File: src/rtl/tap_pkg.sv
/*
 * Shared constants for the test access port instruction unit: instruction codes
 * for both register widths, capture pattern layout, TAP states and reset values.
 * Assumes nothing of its surroundings.
 */
package tap_pkg;

	typedef enum logic [3:0] {
		ST_RESET = 4'h0,
		ST_IDLE = 4'h1,
		ST_SEL_DR = 4'h2,
		ST_CAP_DR = 4'h3,
		ST_SHIFT_DR = 4'h4,
		ST_EXIT1_DR = 4'h5,
		ST_PAUSE_DR = 4'h6,
		ST_EXIT2_DR = 4'h7,
		ST_UPD_DR = 4'h8,
		ST_SEL_IR = 4'h9,
		ST_CAP_IR = 4'ha,
		ST_SHIFT_IR = 4'hb,
		ST_EXIT1_IR = 4'hc,
		ST_PAUSE_IR = 4'hd,
		ST_EXIT2_IR = 4'he,
		ST_UPD_IR = 4'hf
	} tap_state_t;

	typedef enum logic [2:0] {
		OP_BYPASS = 3'h0,
		OP_SAMPLE = 3'h1,
		OP_EXTEST = 3'h2,
		OP_CLAMP = 3'h3,
		OP_HIGHZ = 3'h4,
		OP_IDCODE = 3'h5,
		OP_USER_CODE_REGISTER = 3'h6,
		OP_CONFIG = 3'h7
	} tap_op_t;

	// Low byte of every instruction; wide codes add 8'h00 above (bypass 8'hff)
	localparam logic [7:0] CODE_BYPASS = 8'hff;
	localparam logic [7:0] CODE_SAMPLE = 8'h01;
	localparam logic [7:0] CODE_EXTEST = 8'h00;
	localparam logic [7:0] CODE_CLAMP = 8'hfa;
	localparam logic [7:0] CODE_HIGHZ = 8'hfc;
	localparam logic [7:0] CODE_IDCODE = 8'hfe;
	localparam logic [7:0] CODE_USER_CODE_REGISTER = 8'hfd;
	localparam logic [7:0] CODE_CONFIG = 8'hee;

	localparam logic [1:0] CAP_LSB_PATTERN = 2'h1;
	localparam logic [1:0] RESULT_PASS = 2'h2;
	localparam logic [1:0] RESULT_FAIL = 2'h1;
	localparam logic [31:0] USER_CODE_BLANK = 32'hffffffff;
	// Arbitrary neutral identification value; bit 0 forced to 1 in logic
	localparam logic [31:0] ID_CODE_DEFAULT = 32'h0a5a5001;
	localparam logic [1:0] REV_RESET = 2'h0;

	localparam int unsigned SYNC_STAGES = 2;

endpackage : tap_pkg

File: src/rtl/pin_sync.sv
/*
 * Two-flop synchroniser for a bundle of pin levels.
 * Assumes inputs are asynchronous to clk_i; output is a level in clk_i domain.
 */
`timescale 1ns/10ps
module pin_sync #(
	parameter int WIDTH = 1
) (
	input wire logic clk_i,
	input wire logic rst_i,
	input wire logic [WIDTH-1:0] async_i,
	output logic [WIDTH-1:0] sync_o
);
	logic [WIDTH-1:0] meta_r;

	always_ff @(posedge clk_i) begin
		if (rst_i) begin
			meta_r <= '0;
			sync_o <= '0;
		end else begin
			meta_r <= async_i;
			sync_o <= meta_r;
		end
	end

endmodule : pin_sync

File: src/rtl/tap_fsm.sv
/*
 * Sixteen-state test access port controller, advanced on a TCK rise strobe.
 * Assumes tms_i and tck_rise_i are already synchronised to clk_i.
 */
`timescale 1ns/10ps
module tap_fsm (
	input wire logic clk_i,
	input wire logic rst_i,
	input wire logic tck_rise_i,
	input wire logic tms_i,
	output tap_pkg::tap_state_t state_o
);
	tap_pkg::tap_state_t state_nxt;

	always_comb begin
		state_nxt = state_o;
		unique case (state_o)
			tap_pkg::ST_RESET: state_nxt = tms_i ? tap_pkg::ST_RESET : tap_pkg::ST_IDLE;
			tap_pkg::ST_IDLE: state_nxt = tms_i ? tap_pkg::ST_SEL_DR : tap_pkg::ST_IDLE;
			tap_pkg::ST_SEL_DR: state_nxt = tms_i ? tap_pkg::ST_SEL_IR : tap_pkg::ST_CAP_DR;
			tap_pkg::ST_CAP_DR: state_nxt = tms_i ? tap_pkg::ST_EXIT1_DR : tap_pkg::ST_SHIFT_DR;
			tap_pkg::ST_SHIFT_DR: state_nxt = tms_i ? tap_pkg::ST_EXIT1_DR : tap_pkg::ST_SHIFT_DR;
			tap_pkg::ST_EXIT1_DR: state_nxt = tms_i ? tap_pkg::ST_UPD_DR : tap_pkg::ST_PAUSE_DR;
			tap_pkg::ST_PAUSE_DR: state_nxt = tms_i ? tap_pkg::ST_EXIT2_DR : tap_pkg::ST_PAUSE_DR;
			tap_pkg::ST_EXIT2_DR: state_nxt = tms_i ? tap_pkg::ST_UPD_DR : tap_pkg::ST_SHIFT_DR;
			tap_pkg::ST_UPD_DR: state_nxt = tms_i ? tap_pkg::ST_SEL_DR : tap_pkg::ST_IDLE;
			tap_pkg::ST_SEL_IR: state_nxt = tms_i ? tap_pkg::ST_RESET : tap_pkg::ST_CAP_IR;
			tap_pkg::ST_CAP_IR: state_nxt = tms_i ? tap_pkg::ST_EXIT1_IR : tap_pkg::ST_SHIFT_IR;
			tap_pkg::ST_SHIFT_IR: state_nxt = tms_i ? tap_pkg::ST_EXIT1_IR : tap_pkg::ST_SHIFT_IR;
			tap_pkg::ST_EXIT1_IR: state_nxt = tms_i ? tap_pkg::ST_UPD_IR : tap_pkg::ST_PAUSE_IR;
			tap_pkg::ST_PAUSE_IR: state_nxt = tms_i ? tap_pkg::ST_EXIT2_IR : tap_pkg::ST_PAUSE_IR;
			tap_pkg::ST_EXIT2_IR: state_nxt = tms_i ? tap_pkg::ST_UPD_IR : tap_pkg::ST_SHIFT_IR;
			tap_pkg::ST_UPD_IR: state_nxt = tms_i ? tap_pkg::ST_SEL_DR : tap_pkg::ST_IDLE;
		endcase
	end

	always_ff @(posedge clk_i) begin
		if (rst_i) begin
			state_o <= tap_pkg::ST_RESET;
		end else if (tck_rise_i) begin
			state_o <= state_nxt;
		end
	end

endmodule : tap_fsm

File: src/rtl/jtag_tap_instruction_unit.sv
/*
 * Test access port front end of a configuration memory: instruction register
 * capture/shift/update, decode, bypass/ID/user-code data paths, high-Z, clamp,
 * configuration trigger pulse and, in the 16-bit variant only, design revision reset.
 * Assumes TCK, TMS, TDI and the status levels arrive asynchronously; all logic
 * runs on ref_clk_i, which must be several times faster than TCK.
 */
//
// Behaviour
// Narrow codes: FF bypass, 01 sample, 00 extest
// Wide codes: FFFF bypass, 0001 sample, 0000 extest
// Clamp on FA / 00FA
// FC / 00FC floats all outputs
// FE / 00FE selects 32-bit ID register
// FD / 00FD selects 32-bit user code
// EE / 00EE pulses config trigger low once
// Wide config also resets selected revision
// Host pauses by stopping TCK, not Pause
// Capture fixed pattern, shift out LSB first
// Narrow instruction register is eight bits
// Narrow capture: 7:5,2 zero; 1:0 01
// Narrow bit 4 shows config mode
// Narrow bit 3 shows read security
// Wide instruction register is sixteen bits
// Wide capture bits 15:9 zero
// Wide 8:7 config result 10/01
// Wide 6:5 erase/program result 10/01
// Wide bit 4 is erase/program idle
// Wide bit 3 shows config mode
// Wide bit 2 shows revision done
// Wide capture bits 1:0 are 01
// Config mode: cascade high, outputs off, inputs ignored
// ID register bit 0 always 1
// Blank user code reads all ones
// Standard sixteen-state controller on TCK rise
// Unknown codes select one-bit bypass
`timescale 1ns/10ps
module jtag_tap_instruction_unit #(
	parameter int IR_WIDTH = 16,
	parameter logic [31:0] ID_CODE = tap_pkg::ID_CODE_DEFAULT
) (
	input wire logic ref_clk_i,
	input wire logic sys_rst_i,
	input wire logic tck_i,
	input wire logic tms_i,
	input wire logic tdi_i,
	output logic tdo_o,
	output logic tdo_oe_o,
	input wire logic insys_cfg_mode_flag_i,
	input wire logic read_secure_i,
	input wire logic [1:0] insys_cfg_result_i,
	input wire logic [1:0] erase_program_result_i,
	input wire logic erase_program_idle_i,
	input wire logic revision_done_i,
	input wire logic user_code_loaded_i,
	input wire logic [31:0] user_code_register_i,
	input wire logic [1:0] revision_select_pins_i,
	input wire logic [1:0] revision_bits_i,
	input wire logic use_ext_revision_i,
	output logic config_trigger_n_o,
	output logic revision_reset_o,
	output logic [1:0] revision_reset_sel_o,
	output logic cascade_enable_out_n_o,
	output logic outputs_highz_o,
	output logic outputs_clamp_o,
	output logic boundary_test_o,
	output logic inputs_ignored_o
);
	localparam bit WIDE = (IR_WIDTH == 16);

	logic [2:0] tck_s;
	logic tms_s;
	logic tdi_s;
	logic ctl_mode_s;
	logic ctl_secure_s;
	logic ctl_ep_idle_s;
	logic ctl_done_s;
	logic [1:0] ctl_cfg_res_s;
	logic [1:0] ctl_ep_res_s;
	logic [1:0] rev_pin_s;
	logic tck_prev_r;
	logic [1:0] warm_r;
	logic edges_ok;
	logic tck_rise;
	logic tck_fall;
	tap_pkg::tap_state_t state;
	logic [IR_WIDTH-1:0] ir_shift_r;
	tap_pkg::tap_op_t op_r;
	logic [31:0] dr_shift_r;
	logic config_done_r;

	// TAP pins, status levels and revision select pins pass two flops first
	pin_sync #(.WIDTH(3)) u_sync_tap (
		.clk_i(ref_clk_i),
		.rst_i(sys_rst_i),
		.async_i({tck_i, tms_i, tdi_i}),
		.sync_o(tck_s)
	);

	assign tms_s = tck_s[1];
	assign tdi_s = tck_s[0];

	pin_sync #(.WIDTH(10)) u_sync_status (
		.clk_i(ref_clk_i),
		.rst_i(sys_rst_i),
		.async_i({insys_cfg_mode_flag_i, read_secure_i, erase_program_idle_i,
			revision_done_i, insys_cfg_result_i, erase_program_result_i,
			revision_select_pins_i}),
		.sync_o({ctl_mode_s, ctl_secure_s, ctl_ep_idle_s, ctl_done_s,
			ctl_cfg_res_s, ctl_ep_res_s, rev_pin_s})
	);

	always_ff @(posedge ref_clk_i) begin
		if (sys_rst_i) begin
			tck_prev_r <= 1'b0;
		end else begin
			tck_prev_r <= tck_s[2];
		end
	end

	// Sync pipe and edge flop refill after reset; no false edge meanwhile
	always_ff @(posedge ref_clk_i) begin
		if (sys_rst_i) begin
			warm_r <= 2'h0;
		end else if (!edges_ok) begin
			warm_r <= warm_r + 2'h1;
		end
	end

	assign edges_ok = (32'(warm_r) > tap_pkg::SYNC_STAGES);
	assign tck_rise = tck_s[2] & ~tck_prev_r & edges_ok;
	assign tck_fall = ~tck_s[2] & tck_prev_r & edges_ok;

	tap_fsm u_fsm (
		.clk_i(ref_clk_i),
		.rst_i(sys_rst_i),
		.tck_rise_i(tck_rise),
		.tms_i(tms_s),
		.state_o(state)
	);

	function automatic tap_pkg::tap_op_t decode_op(input logic [IR_WIDTH-1:0] code);
		logic [15:0] wide;
		logic [7:0] lo;
		logic hi_zero;
		// Narrow codes pad with zeros, so the upper byte check always passes
		wide = 16'(code);
		lo = wide[7:0];
		hi_zero = (wide[15:8] == 8'h00);
		decode_op = tap_pkg::OP_BYPASS;
		if (hi_zero) begin
			unique case (lo)
				tap_pkg::CODE_SAMPLE: decode_op = tap_pkg::OP_SAMPLE;
				tap_pkg::CODE_EXTEST: decode_op = tap_pkg::OP_EXTEST;
				tap_pkg::CODE_CLAMP: decode_op = tap_pkg::OP_CLAMP;
				tap_pkg::CODE_HIGHZ: decode_op = tap_pkg::OP_HIGHZ;
				tap_pkg::CODE_IDCODE: decode_op = tap_pkg::OP_IDCODE;
				tap_pkg::CODE_USER_CODE_REGISTER: decode_op = tap_pkg::OP_USER_CODE_REGISTER;
				tap_pkg::CODE_CONFIG: decode_op = tap_pkg::OP_CONFIG;
				default: decode_op = tap_pkg::OP_BYPASS;
			endcase
		end
	endfunction : decode_op

	function automatic logic [IR_WIDTH-1:0] capture_word();
		logic [15:0] w;
		w = 16'h0000;
		if (IR_WIDTH == 8) begin
			w[4] = ctl_mode_s;
			w[3] = ctl_secure_s;
		end else begin
			w[8:7] = ctl_cfg_res_s;
			w[6:5] = ctl_ep_res_s;
			w[4] = ctl_ep_idle_s;
			w[3] = ctl_mode_s;
			w[2] = ctl_done_s;
		end
		w[1:0] = tap_pkg::CAP_LSB_PATTERN;
		capture_word = w[IR_WIDTH-1:0];
	endfunction : capture_word

	// Instruction register capture and LSB-first shift
	always_ff @(posedge ref_clk_i) begin
		if (sys_rst_i) begin
			ir_shift_r <= '0;
		end else if (tck_rise) begin
			if (state == tap_pkg::ST_CAP_IR) begin
				ir_shift_r <= capture_word();
			end else if (state == tap_pkg::ST_SHIFT_IR) begin
				ir_shift_r <= {tdi_s, ir_shift_r[IR_WIDTH-1:1]};
			end
		end
	end

	// Active instruction; test-logic-reset selects the identification path
	always_ff @(posedge ref_clk_i) begin
		if (sys_rst_i) begin
			op_r <= tap_pkg::OP_IDCODE;
		end else if (tck_fall) begin
			if (state == tap_pkg::ST_RESET) begin
				op_r <= tap_pkg::OP_IDCODE;
			end else if (state == tap_pkg::ST_UPD_IR) begin
				op_r <= decode_op(ir_shift_r);
			end
		end
	end

	// Data register path: 1-bit bypass, or 32-bit ID / user code
	always_ff @(posedge ref_clk_i) begin
		if (sys_rst_i) begin
			dr_shift_r <= '0;
		end else if (tck_rise) begin
			if (state == tap_pkg::ST_CAP_DR) begin
				unique case (op_r)
					tap_pkg::OP_IDCODE: dr_shift_r <= {ID_CODE[31:1], 1'b1};
					tap_pkg::OP_USER_CODE_REGISTER: dr_shift_r <= user_code_loaded_i ?
						user_code_register_i : tap_pkg::USER_CODE_BLANK;
					default: dr_shift_r <= '0;
				endcase
			end else if (state == tap_pkg::ST_SHIFT_DR) begin
				if (op_r == tap_pkg::OP_IDCODE || op_r == tap_pkg::OP_USER_CODE_REGISTER) begin
					dr_shift_r <= {tdi_s, dr_shift_r[31:1]};
				end else begin
					dr_shift_r <= {31'h0, tdi_s};
				end
			end
		end
	end

	// TDO changes on the falling TCK edge, driven only while shifting
	always_ff @(posedge ref_clk_i) begin
		if (sys_rst_i) begin
			tdo_o <= 1'b0;
			tdo_oe_o <= 1'b0;
		end else if (tck_fall) begin
			tdo_oe_o <= (state == tap_pkg::ST_SHIFT_IR) || (state == tap_pkg::ST_SHIFT_DR);
			tdo_o <= (state == tap_pkg::ST_SHIFT_IR) ? ir_shift_r[0] : dr_shift_r[0];
		end
	end

	// One low pulse on config trigger at the first Idle after the active instruction turns to config
	always_ff @(posedge ref_clk_i) begin
		if (sys_rst_i) begin
			config_trigger_n_o <= 1'b1;
			revision_reset_o <= 1'b0;
			revision_reset_sel_o <= tap_pkg::REV_RESET;
			config_done_r <= 1'b0;
		end else begin
			config_trigger_n_o <= 1'b1;
			revision_reset_o <= 1'b0;
			if (op_r != tap_pkg::OP_CONFIG) begin
				config_done_r <= 1'b0;
			end else if (!config_done_r && state == tap_pkg::ST_IDLE) begin
				config_done_r <= 1'b1;
				config_trigger_n_o <= 1'b0;
				if (WIDE) begin
					revision_reset_o <= 1'b1;
					revision_reset_sel_o <= use_ext_revision_i ?
						rev_pin_s : revision_bits_i;
				end
			end
		end
	end

	// Pin control; programming mode forces cascade high and quiets outputs
	always_ff @(posedge ref_clk_i) begin
		if (sys_rst_i) begin
			outputs_highz_o <= 1'b0;
		end else begin
			outputs_highz_o <= (op_r == tap_pkg::OP_HIGHZ) || ctl_mode_s;
		end
	end

	always_ff @(posedge ref_clk_i) begin
		if (sys_rst_i) begin
			outputs_clamp_o <= 1'b0;
		end else begin
			outputs_clamp_o <= (op_r == tap_pkg::OP_CLAMP);
		end
	end

	always_ff @(posedge ref_clk_i) begin
		if (sys_rst_i) begin
			boundary_test_o <= 1'b0;
		end else begin
			boundary_test_o <= (op_r == tap_pkg::OP_EXTEST) || (op_r == tap_pkg::OP_CLAMP);
		end
	end

	always_ff @(posedge ref_clk_i) begin
		if (sys_rst_i) begin
			inputs_ignored_o <= 1'b0;
		end else begin
			inputs_ignored_o <= ctl_mode_s;
		end
	end

	always_ff @(posedge ref_clk_i) begin
		if (sys_rst_i) begin
			cascade_enable_out_n_o <= 1'b1;
		end else begin
			cascade_enable_out_n_o <= ctl_mode_s ? 1'b1 : 1'b0;
		end
	end

endmodule : jtag_tap_instruction_unit

File: config.mk
export PLATFORM = sky130hd
export DESIGN_NAME = jtag_tap_instruction_unit
export DESIGN_NICKNAME = d
export VERILOG_FILES = /design/src/rtl/tap_pkg.sv /design/src/rtl/pin_sync.sv /design/src/rtl/tap_fsm.sv /design/src/rtl/jtag_tap_instruction_unit.sv
export SDC_FILE = /design/constraint.sdc
export NUM_CORES = 1
export LEC_CHECK = 0
export ABC_AREA = 1
export BUFFER_PORTS_ARGS = -buffer_cell sky130_fd_sc_hd__clkbuf_2
export CAP_MARGIN = 10
export CORE_MARGIN = 4
export CORE_UTILIZATION = 40
export DETAILED_ROUTE_END_ITERATION = 7
export PLACE_DENSITY = 0.72
export SLEW_MARGIN = 20
export SYNTH_ARGS = -nofsm -noshare
export SYNTH_HDL_FRONTEND = slang
export SYNTH_SLANG_ARGS = --single-unit
File: constraint.sdc
create_clock -name ref_clk_i -period 2 [get_ports ref_clk_i]
set_clock_uncertainty 0.15 [all_clocks]
set_input_delay 0.4 -clock ref_clk_i [delete_from_list [all_inputs] [get_ports ref_clk_i]]
set_output_delay 0.4 -clock ref_clk_i [all_outputs]
set_load 0.05 [all_outputs]
== Word level (Yosys, flattened, before mapping) ==
Cells that the tools add are included.
W data, S select, Z words.
Word-level totals
  word-level logic and storage cells: 106
  input port bits: 51
  flip-flop bits (word level): 96
Cells by class
  equality and inequality tests: 27
  order comparisons: 1
  $add $sub $neg: 1
  reductions and logical operators: 20
  muxes and demuxes: 29
  bitwise operators: 7
Operators by type and width (count)
  $mux W32: 4
  $pmux W32 S2: 1
  $pmux W4 S12: 1
  $eq A8 B8 Y1 const B: 5
  $eq A4 B4 Y1 const B: 8
  $mux W16: 2
  $pmux W3 S7: 1
  $eq A4 B3 Y1 const B: 4
  $logic_not A8 Y1: 2
  $mux W4: 4
  $mux W3: 5
  $eq A3 B3 Y1 const B: 3
  $eq A4 B2 Y1 const B: 2
  $eq A8 B1 Y1 const B: 1
  $mux W2: 4
  $reduce_and A2 Y1: 4
  $mux W1: 7
  $eq A3 B2 Y1 const B: 2
  $reduce_bool A2 Y1: 3
  $reduce_or A2 Y1: 3
  $and A1 B1 Y1: 4
  $eq A4 B1 Y1 const B: 1
  $logic_not A4 Y1: 1
  $logic_or A1 B1 Y1: 4
  other kinds (7): 9

== Logic depth before layout (Yosys ltp) ==
  word-level depth: 5
  gate-level depth with buffers: 9

== Modules after synthesis ==
From an unflattened synthesis, not the netlist that was laid out.
Unflattened totals
  cells, all modules: 615
  area, all modules: 4320.4 µm²
By module, submodules not included
  jtag_tap_instruction_unit: seq. area each 1321.3 µm², area an instance 3196.8 µm², cells each 469, instances 1
  pin_sync (u_sync_status): seq. area each 400.4 µm², area an instance 573.0 µm², cells each 62, instances 1
  tap_fsm: seq. area each 80.1 µm², area an instance 385.4 µm², cells each 66, instances 1
  pin_sync (u_sync_tap): seq. area each 120.1 µm², area an instance 165.2 µm², cells each 18, instances 1

== Worst setup path before layout ==
No wires, ideal clock.
  path kind: flip-flop to flip-flop
  start: reg warm_r[0]
  end: reg dr_shift_r[11]
  stages on the path, launching flop included: 9
  path slack: 373 ps
  arrival time: 1403 ps
  path buffers: 1
  data required time: 1776 ps
  cells stage by stage: dfxtp_1 ha_1 inv_1 nor2_1 nand2_1 a21oi_4 buf_2 o21ai_1 a31oi_1
Between the ends
  cells in the longest elaborated chain, start to end: 3
Ends and longest elaborated chain
  from (decl): RTL line jtag_tap_instruction_unit.sv:82  | logic [1:0] warm_r;
  from (signal assigned): RTL line jtag_tap_instruction_unit.sv:126  | warm_r <= warm_r + 2'h1;
  $gt A2 B2 Y1: RTL line jtag_tap_instruction_unit.sv:130  | assign edges_ok = (32'(warm_r) > tap_pkg::SYNC_STAGES);
  $and A1 B1 Y1: RTL line jtag_tap_instruction_unit.sv:131  | assign tck_rise = tck_s[2] & ~tck_prev_r & edges_ok;
  $reduce_and A2 Y1 (no source line)
  to (signal assigned): RTL line jtag_tap_instruction_unit.sv:215  | tap_pkg::OP_IDCODE: dr_shift_r <= {ID_CODE[31:1], 1'b1};
  to (signal assigned): RTL line jtag_tap_instruction_unit.sv:216  | tap_pkg::OP_USER_CODE_REGISTER: dr_shift_r <= user_code_loaded_i ?
  to (signal assigned): RTL line jtag_tap_instruction_unit.sv:222  | dr_shift_r <= {tdi_s, dr_shift_r[31:1]};
  to (decl): RTL line jtag_tap_instruction_unit.sv:89  | logic [31:0] dr_shift_r;
No other way between the ends.
A chain may end at the register's enable or synchronous reset.

== Worst setup path in the final report ==
  start: reg u_fsm.state_o[0]
  end: reg dr_shift_r[21]
Between the ends
  cells in the longest elaborated chain, start to end: 3
Ends and longest elaborated chain
  from (decl): RTL line tap_fsm.sv:11  | output tap_pkg::tap_state_t state_o
  from (signal assigned): RTL line tap_fsm.sv:39  | state_o <= tap_pkg::ST_RESET;
  from (signal assigned): RTL line tap_fsm.sv:41  | state_o <= state_nxt;
  $eq A4 B2 Y1 / $eq A4 B3 Y1 (equally long branches): RTL line jtag_tap_instruction_unit.sv:213, jtag_tap_instruction_unit.sv:220
  $reduce_bool A2 Y1 (no source line)
  $reduce_and A2 Y1 (no source line)
Parallel ways exist; a longest one is shown, timed or not.

==> results.json <==
{
  "routedWlPerCell_microns": 12.7,
  "grt_max_degree": 41,
  "die_h_microns": 108,
  "number_of_design_rule_violations_left_after_detail_routing": 0,
  "boundaryPins": 62,
  "synthesis.nets": 598,
  "cp_top_family": "compound AO/OA/AOI/OAI gates",
  "whs_path_depth": 3,
  "clockBufferDepth": 2,
  "routed_via_density": 5.09,
  "path_clk_slew_ns": 0.10,
  "area_growth_syn_to_fin_pct": 18.3,
  "outcome": "completed",
  "critPathKind": "reg -> reg",
  "timing.final.hold_violations": 0,
  "cp_data_required_time_ns": 2.15,
  "die-width_microns": 108,
  "synth-warning-count": 0,
  "mappedNetlistArea_sq_mm": 0.00403,
  "drt.antenna.violating_nets": 0,
  "critPathBufInv": 2,
  "worst_relative_slew_slack": 0.767,
  "synth_top_flop_cell": "sky130_fd_sc_hd__dfxtp_1",
  "detailedPlacementHpwl_microns": 6870,
  "post_cts_resized": 0,
  "setup.worst_path.start_class": "flip-flop",
  "synthTopCellsByArea": "sky130_fd_sc_hd__dfxtp_1 (47%), sky130_fd_sc_hd__o21ai_0 (8.2%), sky130_fd_sc_hd__nand2_1 (6.1%)",
  "post-route-period-util": 0.930,
  "synth.ff_latch_count": 94,
  "cts_max_level": 3,
  "max_cap_violations": 0,
  "number_of_antenna_violations_at_the_first_check_in_global_routing": 0,
  "core_area_sq_mm": 0.00977,
  "final-setup-viol-count": 0,
  "worstMarginPinSlew_ns": 0.349,
  "synth_cells": 546,
  "p_leak_nw": 2.01,
  "postCtsHoldBufs": 0,
  "vias_in_the_first_global_route": 3572,
  "worstSkewPairLatency_ns": 0.37,
  "place.detailed.instances": 729,
  "netlist-cell-type-count": 31,
  "synthesis.area_per_instance_sq_um": 7.38,
  "layout_common_cells": "sky130_fd_sc_hd__dfxtp_1 (93), sky130_fd_sc_hd__o21ai_0 (66), sky130_fd_sc_hd__nand2_1 (64)",
  "most_frequent_standard_cell_in_the_layout_excluding_fill_and_tap_cells": "sky130_fd_sc_hd__dfxtp_1",
  "critPathSlowestCell": "sky130_fd_sc_hd__dfxtp_1",
  "start_util": 0.412,
  "timing.critical_path.fanout_max": 40,
  "worstRegToRegCells": 7,
  "cts_setup_buffers": 0,
  "power.ir.vdd_worst_mv": 0.579,
  "final.min_clock_period_ns": 1.86,
  "synth_area_leader": "sky130_fd_sc_hd__dfxtp_1",
  "io_port_bufs": 60,
  "maxSlewViolCount": 0,
  "floorplan.die_area_sq_mm": 0.0117,
  "synth-edff-count": 0,
  "gr-total-overflow": 0,
  "num_vias": 3798,
  "clock-root-buffer": "sky130_fd_sc_hd__clkbuf_8",
  "detail_route.wirelength_microns": 9470,
  "power_density_mw_per_mm2": 689,
  "cp-end-kind": "flip-flop",
  "rows": 36,
  "grt_first_pass_wirelength_microns": 15800,
  "cpPeakStageDelay_ns": 0.46,
  "drt_pre_antenna_iters": 7,
  "drt_first_iter_violations": 283,
  "layout.cells.non_filler": 746,
  "cp_cell_sequence": "nand2_1 -> inv_1 -> nand2_2 -> a21oi_4 -> buf_12 -> o21ai_0 -> a31oi_1",
  "total_global_route_track_usage": 0.166,
  "tritoncts_num_sinks": 94,
  "finalWeightedCongestion": 0.894,
  "antenna-diode-count": 0,
  "layout.nets": 660,
  "timing.critical_path.depth": 7,
  "synth_sequential_area_ratio": 0.467,
  "cts_tree": "built",
  "synth-async-reset-ratio": 0,
  "layout.core_utilization": 0.487,
  "tns_ns": 0,
  "layout-drive-gt1-share": 0.178,
  "timing.critical_path.arrival_ns": 2.01,
  "grt_setup_unrepaired": "false",
  "tritoncts.num_buffers": 9,
  "max_freq_mhz": 537,
  "post-synth-top-area-fraction": 0.467,
  "timing.hold.worst.class": "in -> reg"
}
==> state kept, by name, summed over array words and instances (netlist names), 3 cells and up <==
| register | count |
|---|---|
| dr_shift_r | 32 |
| ir_shift_r | 16 |
| op_r | 3 |
| u_fsm.state_o | 4 |
| u_sync_status.meta_r | 9 |
| u_sync_status.sync_o | 9 |
| u_sync_tap.meta_r | 3 |
| u_sync_tap.sync_o | 3 |
==> final cells by class <==
class                   instances  area, sq um
inverters                      64          240
clock inverters                 7         66.3
clock buffers                   9          124
repair buffers                 81          495
well taps                     133          166
multi-input cells             358         1790
flip-flops and latches         94         1880
fillers                       998         5010
==> final timing paths <==
kind,to,start,slack (ns)
max reg2reg,dr_shift_r[21],u_fsm.state_o[0],0.14
min reg2reg,u_sync_status.sync_o[0],u_sync_status.meta_r[0],0.25
max,dr_shift_r[21],u_fsm.state_o[0],0.14
min,u_sync_status.meta_r[4],insys_cfg_result_i[0],0.06
==> report_power, final <==
group / leakage (nW) / internal [W] / switching (W)
Clock: 0.0953 / 0.000482 / 0.000718
Sequential: 0.764 / 0.00190 / 0.0000154
Combinational: 1.15 / 0.0000691 / 0.0000934
Total: 2.01 / 0.00246 / 0.000827
==> cell families (layout without fill, tap and decap cells) <==
family	count (synthesis)	after routing	share of synthesized area
mux	2	2	0.00497
buf+inv	95	161	0.0935
compound gates	158	158	0.216
simple gates	196	197	0.215
fa+ha+maj	1	1	0.00311
flops	94	94	0.467
==> worst register-to-register path, stage by stage, from the launching register on <==
cell                      delay, ns
sky130_fd_sc_hd__dfxtp_1       0.46
sky130_fd_sc_hd__nand2_1       0.11
sky130_fd_sc_hd__inv_1         0.11
sky130_fd_sc_hd__nand2_2       0.20
sky130_fd_sc_hd__a21oi_4       0.28
sky130_fd_sc_hd__buf_12        0.21
sky130_fd_sc_hd__o21ai_0       0.10
sky130_fd_sc_hd__a31oi_1       0.16
==> synth_stat cells (all sizes together) (2+ instances only) <==
library cell	instances
dfxtp	94
clkbuf	16
nand3	47
nand4	5
nand3b	8
nor2	62
a21oi	38
o21ai	81
buf	15
nor3	6
nand2	66
a31oi	27
mux2i	2
clkinv	2
o211ai	9
inv	62
==> stage by stage <==
| stage | hold slack, ns | cell area (sq um) | power (W) | worst slack (ns) |
|---|---|---|---|---|
| 3_3_place_gp | 0.240 | 4550 | 0.00212 | 0.190 |
| 2_1_floorplan | 0.238 | 4030 | 0.00205 | 0.373 |
| 3_5_place_dp | 0.245 | 4550 | 0.00213 | 0.171 |
| 6_report | 0.0606 | 4760 | 0.00328 | 0.139 |
| 5_1_grt | 0.0532 | 4760 | 0.00342 | 0.0114 |
| 4_1_cts | 0.0437 | 4740 | 0.00333 | 0.108 |
==> per-layer routing <==
metal,vias up,wire [microns],track usage
li1,1962,-,-
met1,1710,4280,0.207
met2,105,4460,0.278
met3,21,507,0.0382
met4,0,215,0.0631
met5,-,0,0
Power figures use the tool's default switching activity.
